$ cat config.mk
export PLATFORM = sky130hd
export DESIGN_NAME = ldds_top
export DESIGN_NICKNAME = d
export VERILOG_FILES = /design/src/ldds_pkg.sv /design/src/ldds_flag.sv /design/src/ldds_top.sv
export VERILOG_INCLUDE_DIRS = /design/src
export SDC_FILE = /design/constraint.sdc
export NUM_CORES = 1
export LEC_CHECK = 0
export ABC_AREA = 0
export CAP_MARGIN = 25
export CORE_MARGIN = 2
export CORE_UTILIZATION = 30
export DETAILED_ROUTE_END_ITERATION = 7
export DONT_BUFFER_PORTS = 1
export MAX_ROUTING_LAYER = met4
export PLACE_DENSITY = 0.46
export SYNTH_ARGS = -nofsm -noshare
export SYNTH_HDL_FRONTEND = slang
export SYNTH_HIERARCHICAL = 1
export SYNTH_SLANG_ARGS = --single-unit
$ cat constraint.sdc
create_clock -name clk_in -period 3.8 [get_ports clk_in]
set_clock_uncertainty 0.2 [all_clocks]
set_input_delay 0.76 -clock clk_in [delete_from_list [all_inputs] [get_ports clk_in]]
set_output_delay 0.76 -clock clk_in [all_outputs]
set_load 0.005 [all_outputs]
$ cat src/ldds_map.svh
// Purpose: offsets, field positions, reset values and codes of the duty/status bank
// Assumes: included by bare name wherever a constant is needed
// Notes: definitions only
`ifndef LDDS_MAP_SVH
`define LDDS_MAP_SVH

// Serial address: upper five bits fixed, lower two from the strap pins
`define LDDS_ADDR_UPPER 5'h0e
// Register pointers
`define LDDS_OFS_CFG 8'h00
`define LDDS_OFS_DUTY 8'h04
`define LDDS_OFS_STAT 8'h05
// Reset values
`define LDDS_CFG_RST 16'h0000
`define LDDS_DUTY_RST 14'h0000
`define LDDS_OTP_CNT_RST 3'h0
// Identifier value is arbitrary
`define LDDS_DEVICE_ID 8'h5a
// Duty is honoured only in these two mode codes
`define LDDS_MODE_DUTY_A 3'h1
`define LDDS_MODE_DUTY_B 3'h5
// Over-temperature counter ceiling
`define LDDS_OTP_CNT_MAX 3'h5
// Status word fields
`define LDDS_STAT_ID_MSB 15
`define LDDS_STAT_ID_LSB 8
`define LDDS_STAT_CNT_MSB 7
`define LDDS_STAT_CNT_LSB 5
`define LDDS_STAT_OTP_BIT 4
`define LDDS_STAT_OCP_BIT 3
`define LDDS_STAT_OVP_BIT 2
`define LDDS_STAT_OPEN_BIT 1
`define LDDS_STAT_SHORT_BIT 0
`define LDDS_FLAG_COUNT 5
// Duty field width and serial bit slot of the acknowledge
`define LDDS_DUTY_W 14
`define LDDS_ACK_SLOT 4'h8
`define LDDS_LAST_BIT 4'h7
// Bit counter value between a start and its first clock fall
`define LDDS_PRE_BIT 4'hf

`endif

$ cat src/ldds_pkg.sv
// Purpose: types of the duty/status bank
// Assumes: constants live in ldds_map.svh
// Notes: packed structs carry grouped signals and module state
package ldds_pkg;

    // Serial slave phases
    typedef enum logic [2:0] {
        ST_IDLE = 3'b000,
        ST_ADDR = 3'b001,
        ST_REG = 3'b010,
        ST_WDATA = 3'b011,
        ST_RDATA = 3'b100
    } ldds_bus_state_type;

    // Configuration word, msb first
    typedef struct packed {
        logic [7:0] full_scale_current_select;
        logic [1:0] over_voltage_threshold_select;
        logic [2:0] switching_frequency_select;
        logic [2:0] operating_mode_select;
    } ldds_cfg_type;

    // Fault events, ordered as the status flag bits 4..0
    typedef struct packed {
        logic over_temperature;
        logic over_current;
        logic over_voltage;
        logic string_open;
        logic string_short;
    } ldds_fault_type;

    // State of the bank apart from the latched fault flags
    typedef struct packed {
        ldds_bus_state_type bus_state;
        logic [3:0] bit_cnt;
        logic [7:0] rx_shift;
        logic [7:0] tx_shift;
        logic [7:0] hold;
        logic [7:0] ptr;
        logic read_dir;
        logic low_next;
        logic nack;
        logic drive;
        logic scl_q;
        logic sda_q;
        ldds_cfg_type cfg;
        logic [13:0] duty;
        logic [13:0] applied;
        logic [2:0] otp_cnt;
    } ldds_state_type;

    // State of one latched flag
    typedef struct packed {
        logic flag;
    } ldds_flag_state_type;

endpackage

$ cat src/ldds_flag.sv
// Purpose: one latched fault flag, cleared by a status read
// Assumes: set and clear are one-cycle pulses on clk_in
// Notes: a set in the clearing cycle wins
`timescale 1ns/10ps
module ldds_flag (
    // Clock and reset
    input wire logic clk_in,
    input wire logic nrst_in,
    // Events
    input wire logic set_in,
    input wire logic clr_in,
    // Flag
    output logic flag_out
);
    ldds_pkg::ldds_flag_state_type r;
    ldds_pkg::ldds_flag_state_type next_r;

    // Set has priority so no fault is lost during a read
    always_comb begin
        next_r = r;
        if (set_in) begin
            next_r.flag = 1'b1;
        end else if (clr_in) begin
            next_r.flag = 1'b0;
        end
    end

    // Flags are clear out of reset
    always_ff @(posedge clk_in or negedge nrst_in) begin
        if (!nrst_in) begin
            r <= '0;
        end else begin
            r <= next_r;
        end
    end

    assign flag_out = r.flag;
endmodule

$ cat src/ldds_top.sv
// Purpose: dimming duty and fault status registers behind a two-wire serial slave
// Assumes: scl/sda inputs already synchronous to clk_in; fault inputs are one-cycle pulses
// Notes: 16-bit words move high byte first; the status word is captured whole at the read
`timescale 1ns/10ps
`include "ldds_map.svh"
module ldds_top (
    // Clock and reset
    input wire logic clk_in,
    input wire logic nrst_in,
    // Serial bus, sda open drain
    input wire logic scl_in,
    input wire logic sda_in,
    output logic sda_out,
    output logic sda_oe_n_out,
    input wire logic [1:0] addr_sel_in,
    // Protection events
    input wire ldds_pkg::ldds_fault_type fault_in,
    // Settings to the power stage
    output logic [13:0] dimming_duty_out,
    output logic [2:0] operating_mode_select_out,
    output logic [2:0] switching_frequency_select_out,
    output logic [7:0] full_scale_current_select_out,
    output logic [1:0] over_voltage_threshold_select_out
);
    ldds_pkg::ldds_state_type r;
    ldds_pkg::ldds_state_type next_r;
    logic [4:0] flags;
    logic clr_flags;
    logic [15:0] rd_word;
    logic mode_ok;
    logic scl_rise;
    logic scl_fall;
    logic bus_start;
    logic bus_stop;

    // Bus conditions from the previous samples
    assign scl_rise = scl_in & ~r.scl_q;
    assign scl_fall = ~scl_in & r.scl_q;
    assign bus_start = r.scl_q & scl_in & r.sda_q & ~sda_in;
    assign bus_stop = r.scl_q & scl_in & ~r.sda_q & sda_in;
    assign mode_ok = (r.cfg.operating_mode_select == `LDDS_MODE_DUTY_A) ||
                     (r.cfg.operating_mode_select == `LDDS_MODE_DUTY_B);

    // One latch per fault, bit order follows the status word
    genvar gi;
    generate
        for (gi = 0; gi < `LDDS_FLAG_COUNT; gi++) begin : g_flag
            ldds_flag u_flag (
                .clk_in(clk_in),
                .nrst_in(nrst_in),
                .set_in(fault_in[gi]),
                .clr_in(clr_flags),
                .flag_out(flags[gi])
            );
        end
    endgenerate

    // Read mux; unmapped pointers read zero
    always_comb begin
        if (r.ptr == `LDDS_OFS_CFG) begin
            rd_word = r.cfg;
        end else if (r.ptr == `LDDS_OFS_DUTY) begin
            rd_word = {2'b00, r.duty};
        end else if (r.ptr == `LDDS_OFS_STAT) begin
            rd_word = {`LDDS_DEVICE_ID, r.otp_cnt, flags};
        end else begin
            rd_word = 16'h0000;
        end
    end

    // Next state: counter, applied duty and serial slave
    always_comb begin
        next_r = r;
        clr_flags = 1'b0;
        next_r.scl_q = scl_in;
        next_r.sda_q = sda_in;
        // Saturates so a long fault history cannot wrap to zero
        if (fault_in.over_temperature && (r.otp_cnt != `LDDS_OTP_CNT_MAX)) begin
            next_r.otp_cnt = r.otp_cnt + 3'h1;
        end
        next_r.applied = mode_ok ? r.duty : `LDDS_DUTY_RST;
        if (bus_start) begin
            next_r.bus_state = ldds_pkg::ST_ADDR;
            // The start's own clock fall wraps this to zero, so it is not counted as a bit
            next_r.bit_cnt = `LDDS_PRE_BIT;
            next_r.drive = 1'b0;
        end else if (bus_stop) begin
            next_r.bus_state = ldds_pkg::ST_IDLE;
            next_r.drive = 1'b0;
        end else if (r.bus_state != ldds_pkg::ST_IDLE) begin
            if (scl_rise) begin
                if (r.bit_cnt < `LDDS_ACK_SLOT) begin
                    next_r.rx_shift = {r.rx_shift[6:0], sda_in};
                end else begin
                    next_r.nack = sda_in;
                end
            end
            if (scl_fall) begin
                if (r.bit_cnt == `LDDS_LAST_BIT) begin
                    // Byte done: acknowledge slot follows
                    next_r.bit_cnt = `LDDS_ACK_SLOT;
                    next_r.drive = 1'b1;
                    case (r.bus_state)
                        ldds_pkg::ST_ADDR: begin
                            if (r.rx_shift[7:1] != {`LDDS_ADDR_UPPER, addr_sel_in}) begin
                                next_r.bus_state = ldds_pkg::ST_IDLE;
                                next_r.drive = 1'b0;
                            end
                            next_r.read_dir = r.rx_shift[0];
                        end
                        ldds_pkg::ST_REG: begin
                            next_r.ptr = r.rx_shift;
                            next_r.low_next = 1'b0;
                        end
                        ldds_pkg::ST_WDATA: begin
                            next_r.low_next = ~r.low_next;
                            if (!r.low_next) begin
                                next_r.hold = r.rx_shift;
                            end else if (r.ptr == `LDDS_OFS_CFG) begin
                                next_r.cfg = {r.hold, r.rx_shift};
                            end else if (r.ptr == `LDDS_OFS_DUTY) begin
                                next_r.duty = {r.hold[5:0], r.rx_shift};
                            end
                        end
                        default: begin
                            next_r.drive = 1'b0; // Host acknowledges our byte
                        end
                    endcase
                end else if (r.bit_cnt == `LDDS_ACK_SLOT) begin
                    next_r.bit_cnt = 4'h0;
                    next_r.drive = 1'b0;
                    case (r.bus_state)
                        ldds_pkg::ST_ADDR: begin
                            next_r.bus_state = r.read_dir ? ldds_pkg::ST_RDATA : ldds_pkg::ST_REG;
                        end
                        ldds_pkg::ST_REG: begin
                            next_r.bus_state = ldds_pkg::ST_WDATA;
                        end
                        ldds_pkg::ST_RDATA: begin
                            if (r.nack) begin
                                next_r.bus_state = ldds_pkg::ST_IDLE;
                            end
                        end
                        default: begin
                            next_r.bus_state = r.bus_state;
                        end
                    endcase
                    // Load the next byte to send
                    if (next_r.bus_state == ldds_pkg::ST_RDATA) begin
                        if (!r.low_next || (r.bus_state == ldds_pkg::ST_ADDR)) begin
                            next_r.tx_shift = rd_word[15:8];
                            next_r.hold = rd_word[7:0];
                            next_r.low_next = 1'b1;
                            clr_flags = (r.ptr == `LDDS_OFS_STAT);
                        end else begin
                            next_r.tx_shift = r.hold;
                            next_r.low_next = 1'b0;
                        end
                        next_r.drive = ~next_r.tx_shift[7];
                    end
                end else begin
                    next_r.bit_cnt = r.bit_cnt + 4'h1;
                    if (r.bus_state == ldds_pkg::ST_RDATA) begin
                        next_r.tx_shift = {r.tx_shift[6:0], 1'b0};
                        next_r.drive = ~r.tx_shift[6];
                    end
                end
            end
        end
    end

    // Register the whole state
    always_ff @(posedge clk_in or negedge nrst_in) begin
        if (!nrst_in) begin
            r <= '0;
            r.scl_q <= 1'b1;
            r.sda_q <= 1'b1;
            r.cfg <= `LDDS_CFG_RST;
            r.duty <= `LDDS_DUTY_RST;
            r.otp_cnt <= `LDDS_OTP_CNT_RST;
        end else begin
            r <= next_r;
        end
    end

    // Outputs from flops, except sda_out, which is tied low
    assign sda_out = 1'b0;
    assign sda_oe_n_out = ~r.drive;
    assign dimming_duty_out = r.applied;
    assign operating_mode_select_out = r.cfg.operating_mode_select;
    assign switching_frequency_select_out = r.cfg.switching_frequency_select;
    assign full_scale_current_select_out = r.cfg.full_scale_current_select;
    assign over_voltage_threshold_select_out = r.cfg.over_voltage_threshold_select;
endmodule

---- After elaboration in Yosys (flattened, before gate mapping) ----
Index checks and enable logic that the tools add are counted.
word-level totals
  input bits .............................. 11
  register bits ........................... 97
operators by class
  bitwise logic cells ..................... 20
  reductions and logical operators ........ 34
  equality and inequality tests ........... 20
  mux-type cells .......................... 76
  $add $sub $neg .......................... 2
  $lt $le $gt $ge ......................... 1
operators with widths
  cell                count
  $mux 8              19
  $mux 43             1
  $mux 39             1
  $mux 3              12
  $mux 16             2
  $mux 15             2
  $mux 1              29
  $mux 26             1
  $reduce_bool 2->1   11
  $mux 7              3
  $reduce_and 9->1    2
  $eq 8x3->1 const B  2
  $reduce_and 5->1    3
  $mux 14             1
  $reduce_and 7->1    2
  $not 1->1           13
  $reduce_and 6->1    2
  $eq 3x3->1 const B  3
  $mux 9              1
  $pmux 3 s3          1
  $reduce_bool 3->1   3
  $logic_not 8->1     1
  $ne 4x3->1 const B  2
  $reduce_and 8->1    1
  22 further kinds    35

---- Depth between registers and ports, before layout ----
Gate-level depths: netlist of the first run.
  word-level depth ........................ 24
  depth in mapped cells ................... 9
  mapped depth without buffers ............ 7

---- Hierarchy ----
Netlist of the first run, hierarchy kept.
by module, submodules not included
  module     area each (sq um)  cells each  seq. area each (sq um)  times used
  ldds_top   4529.3             403         2279.7                  1
  ldds_flag  36.3               3           25.0                    5

---- Worst setup path before layout of the first run ----
No wires, ideal clock.
  kind .................................... input -> register
  start ................................... in scl_in
  end ..................................... reg g_flag[0].u_flag.r
  arrival ................................. 2.316 ns
  data required time ...................... 3.482 ns
  stages .................................. 7
  library setup time ...................... 0.118 ns
  setup slack ............................. 1.166 ns
  path through ............................ nor2b_1 > and2_1 > clkbuf_1 > nand2_1 > nor4b_1 > inv_1 > a21o_1
between the ends
  cells in the longest elaborated chain, start to end .. 7
  elaborated cells between the ends (all ways) .. 12
  those cells by class .................... mux: 4; bitwise: 7; reduce/logical: 1
RTL lines
  element                        RTL line         RTL
  start, declared                ldds_top.sv:11   input wire logic scl_in,
  $not 1->1                      ldds_top.sv:38   assign scl_fall = ~scl_in & r.scl_q;
  $and 1x1->1                    ldds_top.sv:38
  $mux 1                         ldds_top.sv:98   if (scl_fall) begin
  $mux 1                         ldds_top.sv:90   end else if (r.bus_state != ldds_pkg::ST_IDLE) begin
  $mux 1                         ldds_top.sv:87   end else if (bus_stop) begin
  $mux 1 *                       ldds_top.sv:82   if (bus_start) begin
  named net clr_flags            ldds_top.sv:28   logic clr_flags;
  $reduce_bool 2->1 (no line) *  -
  end signal, assigned           ldds_flag.sv:33  r <= next_r;
  end, declared                  ldds_flag.sv:15  ldds_pkg::ldds_flag_state_type r;
The timed path passes the listed nets; every way through them passes the cells marked *.
A chain may end at the register's enable or synchronous reset.

---- Worst setup path after layout of the first run ----
  start ................................... reg r[85] (netlist name)
  end ..................................... reg r (netlist bit operating_mode_select_out[1])
between the ends
  cells in the longest elaborated chain, start to end .. 2
RTL lines
  element                     RTL line         RTL
  start, declared             ldds_top.sv:25   ldds_pkg::ldds_state_type r;
  start signal, assigned      ldds_top.sv:182  r <= next_r;
  $eq 4x3->1 (no line)        -
  $reduce_and 8->1 (no line)  -
Every way passes these cells.

==> results of run 1 <==
==> registers in the layout, summed over array words and instances (netlist names) <==
| name | flops |
|---|---|
| r | 61 |
| over_voltage_threshold_select_out | 2 |
| full_scale_current_select_out | 8 |
| operating_mode_select_out | 3 |
| g_flag.u_flag/flag_out | 5 |
| dimming_duty_out | 14 |
| switching_frequency_select_out | 3 |
==> synthesized netlist by cell type, drive strengths merged (9+ instances only) <==
master / instances
a21oi: 15
a21o: 9
and2: 16
nand2: 36
dfrtp: 94
buf: 40
mux2i: 12
clkbuf: 10
o21ai: 31
mux2: 48
nor2: 13
inv: 12
==> power breakdown <==
| part | internal, mW | leakage (nW) | switching, mW |
|---|---|---|---|
| Combinational | 0.176 | 0.731 | 0.230 |
| Clock | 0.518 | 0.148 | 0.418 |
| Sequential | 1.12 | 1.27 | 0.167 |
| Total | 1.82 | 2.15 | 0.815 |
==> kinds of logic (layout without fill, tap and decap cells) <==
logic type / after synthesis / in the layout / synth area share (%)
compound gates: 88 / 88 / 12.1
other cells: 1 / 1 / 0.0796
simple gates: 103 / 103 / 12.8
fa+ha+maj: 4 / 4 / 1.06
mux: 60 / 60 / 14.0
flops: 96 / 96 / 51.0
xor+xnor: 4 / 4 / 0.744
buf+inv: 62 / 32 / 8.21
==> stage by stage <==
stage	std cells	cell area [um^2]	utilization (%)	power, mW	hold WS [ns]
2_1_floorplan	418	4710	-	1.57	0.249
3_3_place_gp	582	4660	30.5	1.68	0.261
3_5_place_dp	582	4660	30.5	1.69	0.273
4_1_cts	599	4980	32.7	2.66	0.0444
5_1_grt	599	4980	32.7	2.77	0.0368
6_report	599	4980	32.7	2.63	0.0568
==> layout make-up <==
cell class | count | area, um^2 | share of cell area [%]
Tap cell | 211 | 264 | 5.30
Timing Repair Buffer | 4 | 50.0 | 1.00
Clock inverter | 7 | 76.3 | 1.53
Sequential cell | 96 | 2400 | 48.2
Multi-Input combinational cell | 260 | 1920 | 38.5
Clock buffer | 9 | 225 | 4.52
Inverter | 12 | 45.0 | 0.904
==> per-layer routing <==
| layer | wire (um) | global-route usage, % | up-vias |
|---|---|---|---|
| met5 | 0 | - | - |
| met4 | 112 | 3.52 | 0 |
| met3 | 466 | 4.21 | 9 |
| met2 | 5010 | 21.8 | 50 |
| met1 | 4790 | 17.6 | 1470 |
| li1 | - | - | 1369 |
==> final timing paths <==
| check | start | to | slack, ns |
|---|---|---|---|
| max | r[85]$_DFFE_PN0P_ | operating_mode_select_out[1]$_DFFE_PN0P_ | 1.03 |
| min | nrst_in | r[47]$_DFF_PN1_ | 0.06 |
| max reg2reg | r[85]$_DFFE_PN0P_ | operating_mode_select_out[1]$_DFFE_PN0P_ | 1.03 |
| min reg2reg | g_flag[2].u_flag/flag_out$_DFFE_PN0P_ | g_flag[2].u_flag/flag_out$_DFFE_PN0P_ | 0.29 |
| max in group asynchronous | nrst_in | r[50]$_DFFE_PN0P_ | 2.91 |
| min in group clk_in | scl_in | r[48]$_DFF_PN1_ | 0.21 |
==> impl_results.md, run 1 <==
* Status: complete, no violations
* Vias in the first global route at 3027
* Worst-skew pair later-pin latency at 0.35 ns
* GRT Overall Usage at 13.9%
* Minimum clock period at 2.77 ns
* Post-Syn Area at 0.00471 mm^2
* Post-DRT Antenna Nets at 0
* Distinct cell type count after synthesis at 60
* Total grt overflow at 0
* Commonest non-fill, non-tap cells in the layout: dfrtp_1, mux2_2, nand2_1
* Critical path arrival at 2.80 ns
* CTS Buffer Depth at 2
* Top delay family on crit path: simple AND/OR/NAND/NOR gates
* Worst-path cell chain: ha_1 -> and3b_1 -> buf_4 -> nand3_4 -> nor4_4 -> and2b_1 -> mux2_2
* Most used DFF post-synth: dfrtp_1
* Die Ht at 129 um
* Wirelength per Cell at 17.3 um
* Critical path type: flop to flop
* Area share of the largest cell type after synthesis at 49.9%
* Leakage at 2.15 nW
* Initial Utilization at 30.9%
* # DRC at 0
* Worst Setup Start Kind: flop
* Fmax at 0.361 GHz
* Critical Path Fanout Max at 17
* Net Count, Synth at 433
* Endpoints failing setup at 0
* Worst Reg2Reg Path Length in Cells at 7
* Endpoint type of the worst setup path: flop
* Sink Count at 96
* Dpl ws at 0.898 ns
* MaxCap Viol Count at 0
* Final wirelength at 10400 um
* Detailed placement HPWL at 7040 um
* Slowest Stage Delay on Critical Path at 0.62 ns
* Total negative slack at 0 ns
* Core box area at 0.0153 mm^2
* Clock tree from TritonCTS: done
* RSZ-0062 raised after global routing: no
* DRT iter0 DRCs at 163
* Fraction of layout cells with a size suffix above 1 at 17.3%
* Peak supply drop at 0.246 mV
* Layout fillers at 1549
* Largest net degree at the start of global routing at 95
* First-pass GRT wire length at 17200 um
* Post-CTS Setup Repair Bufs at 0
* Worst-Margin Slew at 1.02 ns
* Req. time, crit path at 3.83 ns
* Reg clk slew, reported paths at 0.07 ns
* Via Count at 2898
* H-tree depth at 3
* # IOs at 43
* Post-CTS Hold Fix Bufs at 1
* Number of port buffers at 0
* Final hold vios at 0
* Drt first pass iters at 4
* Levels on crit path at 7
* P&R area growth vs syn at 5.82%
* Syn. warnings at 6
* Ant diodes at 0
* Mapped Cells at 418
* Nets at 398
* Tcrit/Tclk final at 72.9%
* Relative slew margins at 32.0%
* Power per cell area at 528 mW/mm^2
* Share of flip-flops with an asynchronous set or reset at 100%
* Synth top area cells: dfrtp_1, mux2_2, buf_4, o21ai_0, nand2_1
* Die ar. at 0.0167 mm^2
* Slowest stage cell, crit path: and2b_1
* Commonest non-fill, non-tap cell in the layout: dfrtp_1
* Die X-Extent at 129 um
* EDFF count, synth at 0
* Seq/Total Area, Yosys at 51.0%
* CTS buffer count at 9
* FP Rows at 45
* Hold Crit Class: primary input to async pin
* Initial antenna violation count at 0
* Final slew viol count at 0
* Post-synthesis cell type with the largest combined area: dfrtp_1
* CTS root buffer: clkbuf_16
* Final worst setup slack at 1.03 ns
* Syn Area/Cell at 11.3 um^2
* Vias per cell at 4.84
* Seq cells post-synth at 96
* GP Congestion at 0.754
* Buffers & Inverters on Critical Path at 1
* Post-CTS sizing at 0
Power figures use the tool's default switching activity.
==> inputs of run 2 (changes only) <==
- ABC_AREA: 0 -> 1
- clock period: 3.8 -> 2.74 ns (I/O delays scaled with it)
==> run 2 against run 1 <==
Effect of this change: the flow now finishes with violations (negative hold slack); hold slack got worse by 0.37 ns; first-iteration DRC count rose by 79%; register-to-register slack got worse by 0.53 ns; non-clock buffer count is 4 higher; maximum frequency rose by 24%; combinational power increased by 84%; core utilization up 0.14 points; wire length up 14%.
==> impl_results.md, run 2 <==
* Seq/Total Area, Yosys at 48.8% (was 51.0%)
* Buffers & Inverters on Critical Path at 3 (was 1)
* FF-to-FF setup slack at 0.50 ns (was 1.03 ns)
* Post-synthesis cell type with the largest combined area: dfrtp_1 (unchanged)
* RSZ-0062 raised after global routing: no (unchanged)
* Fmax at 0.447 GHz (was 0.361 GHz)
* Peak supply drop at 0.297 mV (was 0.246 mV)
* GRT Overall Usage at 14.8% (was 13.9%)
* Endpoint type of the worst setup path: flop (unchanged)
* Slowest stage cell, crit path: dfrtp_1 (was and2b_1)
* MaxCap Viol Count at 0 (unchanged)
* Worst-Margin Slew at 0.663 ns (was 1.02 ns)
* Largest net degree at the start of global routing at 97 (was 95)
* Vias per cell at 4.49 (was 4.84)
* Post-CTS Hold Fix Bufs at 2 (was 1)
* Count leader, synth: nand2_1 (was dfrtp_1)
* Number of port buffers at 0 (unchanged)
* PnR Total Power at 3.72 mW (was 2.63 mW)
* # DRC at 0 (unchanged)
* Final hold vios at 96 (was 0)
* Critical path arrival at 2.29 ns (was 2.80 ns)
* Final wirelength at 11800 um (was 10400 um)
* Commonest non-fill, non-tap cells in the layout: nand2_1, dfrtp_1, inv_1 (was dfrtp_1, mux2_2, nand2_1)
* Area share of the largest cell type after synthesis at 47.7% (was 49.9%)
* Critical Path Fanout Max at 11 (was 17)
* Multi-input gate area at 0.00188 mm^2 (was 0.00192 mm^2)
* GP Congestion at 0.836 (was 0.754)
* Power per cell area at 712 mW/mm^2 (was 528 mW/mm^2)
* Seq cells post-synth at 96 (unchanged)
* Sink Count at 96 (unchanged)
* Relative slew margins at 55.7% (was 32.0%)
* Register area at 0.00240 mm^2 (unchanged)
* Most used DFF post-synth: dfrtp_1 (unchanged)
* Failing checks: negative hold slack
* Endpoints failing setup at 0 (unchanged)
* Synth top area cells: dfrtp_1, nand2_1, inv_1, buf_4, nand3_1 (was dfrtp_1, mux2_2, buf_4, o21ai_0, nand2_1)
* Final slew viol count at 0 (unchanged)
* Status: complete, but fails checks (was complete, no violations)
* FP Rows at 46 (was 45)
* Minimum clock period at 2.24 ns (was 2.77 ns)
* Post-CTS sizing at 0 (unchanged)
* Detailed placement HPWL at 8430 um (was 7040 um)
* Biggest register: r (unchanged)
* Commonest non-fill, non-tap cell in the layout: nand2_1 (was dfrtp_1)
* Initial antenna violation count at 0 (unchanged)
* Worst-path cell chain: inv_2 -> nand3_2 -> nand2_1 -> nand2_1 -> nor4_1 -> buf_4 -> inv_1 -> nand2_1 -> nand2_1 (was ha_1 -> and3b_1 -> buf_4 -> nand3_4 -> nor4_4 -> and2b_1 -> mux2_2)
* CTS Buffer Depth at 2 (unchanged)
* Wirelength per Cell at 14.7 um (was 17.3 um)
* Commonest cells in the netlist: nand2_1, dfrtp_1, inv_1 (was dfrtp_1, mux2_2, nand2_1)
* Initial Utilization at 30.9% (about the same)
* Post-Syn Area at 0.00493 mm^2 (was 0.00471 mm^2)
* Nets at 598 (was 398)
* Fin Hold WS at -0.315 ns (was 0.0568 ns)
* Slowest Stage Delay on Critical Path at 0.46 ns (was 0.62 ns)
* Fraction of layout cells with a size suffix above 1 at 9.88% (was 17.3%)
* Total negative slack at 0 ns (unchanged)
* Ant diodes at 0 (unchanged)
* Net Count, Synth at 627 (was 433)
* Syn Area/Cell at 8.05 um^2 (was 11.3 um^2)
* Die Ht at 132 um (was 129 um)
* Clock tree from TritonCTS: done (unchanged)
* P&R area growth vs syn at 6.12% (was 5.82%)
* Via Count at 3608 (was 2898)
* Hold Crit Class: primary input to async pin (unchanged)
* Drt first pass iters at 5 (was 4)
* EDFF count, synth at 0 (unchanged)
* Syn. warnings at 6 (unchanged)
* Top delay family on crit path: simple AND/OR/NAND/NOR gates (unchanged)
* Die ar. at 0.0175 mm^2 (was 0.0167 mm^2)
* Total grt overflow at 0 (unchanged)
* Max FFs per register at 61 (unchanged)
* First-pass GRT wire length at 19500 um (was 17200 um)
* R2r endpoint: g_flag[2].u_flag/flag_out$_DFFE_PN0P_ (was operating_mode_select_out[1]$_DFFE_PN0P_)
* Req. time, crit path at 2.79 ns (was 3.83 ns)
* CP most frequent cell: nand2_1
* Share of flip-flops with an asynchronous set or reset at 100% (unchanged)
* CTS buffer count at 9 (unchanged)
* Post-DRT Antenna Nets at 0 (unchanged)
* Reg clk slew, reported paths at 0.07 ns (about the same)
* Core box area at 0.0159 mm^2 (was 0.0153 mm^2)
* Origin of the critical flop-to-flop path: r[91]$_DFFE_PN0P_ (was r[85]$_DFFE_PN0P_)
* H-tree depth at 3 (unchanged)
* Worst Reg2Reg Path Length in Cells at 9 (was 7)
* # IOs at 43 (unchanged)
* CTS root buffer: clkbuf_16 (unchanged)
* DRT iter0 DRCs at 292 (was 163)
* Die X-Extent at 132 um (was 129 um)
* Worst Setup Start Kind: flop (unchanged)
* Worst-skew pair later-pin latency at 0.35 ns (about the same)
* Post-CTS Setup Repair Bufs at 0 (unchanged)
* Tcrit/Tclk final at 81.7% (was 72.9%)
* Distinct cell type count after synthesis at 36 (was 60)
* Mapped Cells at 612 (was 418)
* Critical path type: flop to flop (unchanged)
* Leakage at 2.46 nW (was 2.15 nW)
* Layout fillers at 1703 (was 1549)
* Vias in the first global route at 3614 (was 3027)
-- run 2: changes by cell type in the layout (fill, tap and decap cells not counted), sizes merged, moves of 12 or more --
cell   change
and2      -16
nand3     +50
mux2i     -12
o21ai     +33
mux2      -48
nor2      +29
nand2    +158
inv       +63
-- run 2: worst register-to-register path, delay by kind of cell (launching register included) --
kind          cells  cell delay (ns)
simple gates      6             1.10
flops             1             0.46
buf+inv           3             0.37
-- run 2: final cells by class --
cell class	instances	area share, %
Inverter	79	5.77
Multi-Input combinational cell	389	35.9
Sequential cell	96	46.0
Timing Repair Buffer	8	1.24
Clock buffer	10	4.38
Tap cell	216	5.17
Clock inverter	5	1.56
-- run 2: kinds of logic after synthesis --
kind of cell             after synthesis  share of synthesized area (%)
XOR/XNOR                               2                          0.355
AND/OR/NAND/NOR                      299                           26.7
adder cells (fa/ha/maj)                4                           1.02
other                                  1                         0.0761
AO/OA/AOI/OAI                         83                           9.95
buffers and inverters                127                           13.1
flip-flops                            96                           48.8
-- run 2: power by group --
part | internal [mW] | leakage [nW] | switching, mW
Clock | 0.797 | 0.149 | 0.556
Combinational | 0.251 | 1.03 | 0.498
Sequential | 1.51 | 1.28 | 0.105
Total | 2.56 | 2.46 | 1.16
-- run 2: stage by stage --
stage          utilization (%)  instance area [um^2]  std cells  setup slack (ns)
2_1_floorplan                -                  4930        612             0.746
3_3_place_gp              30.7                  4900        786             0.487
3_5_place_dp              30.7                  4900        786             0.515
4_1_cts                   32.8                  5230        803             0.501
5_1_grt                   32.8                  5230        803             0.293
6_report                  32.8                  5230        803             0.502
-- run 2: layer usage --
layer	vias up	global-route usage (%)	share of wire, %
met5	-	-	0
met4	0	6.03	1.5
met3	12	2.81	3.9
met2	54	22.6	47
met1	1698	19.4	48
li1	1844	-	-
-- run 2: how the worst max path moves through the flow --
stage	from	end	cells past startpoint
after floorplan	r[85]$_DFFE_PN0P_	g_flag[0].u_flag/flag_out$_DFFE_PN0P_	9
after global placement	r[85]$_DFFE_PN0P_	r[69]$_DFFE_PN0P_	9
after detailed placement	r[53]$_DFFE_PN0P_	r[23]$_DFFE_PN0P_	6
after CTS	r[53]$_DFFE_PN0P_	r[20]$_DFFE_PN0P_	6
after global routing	r[53]$_DFFE_PN0P_	r[26]$_DFFE_PN0P_	6
final	r[91]$_DFFE_PN0P_	g_flag[2].u_flag/flag_out$_DFFE_PN0P_	9
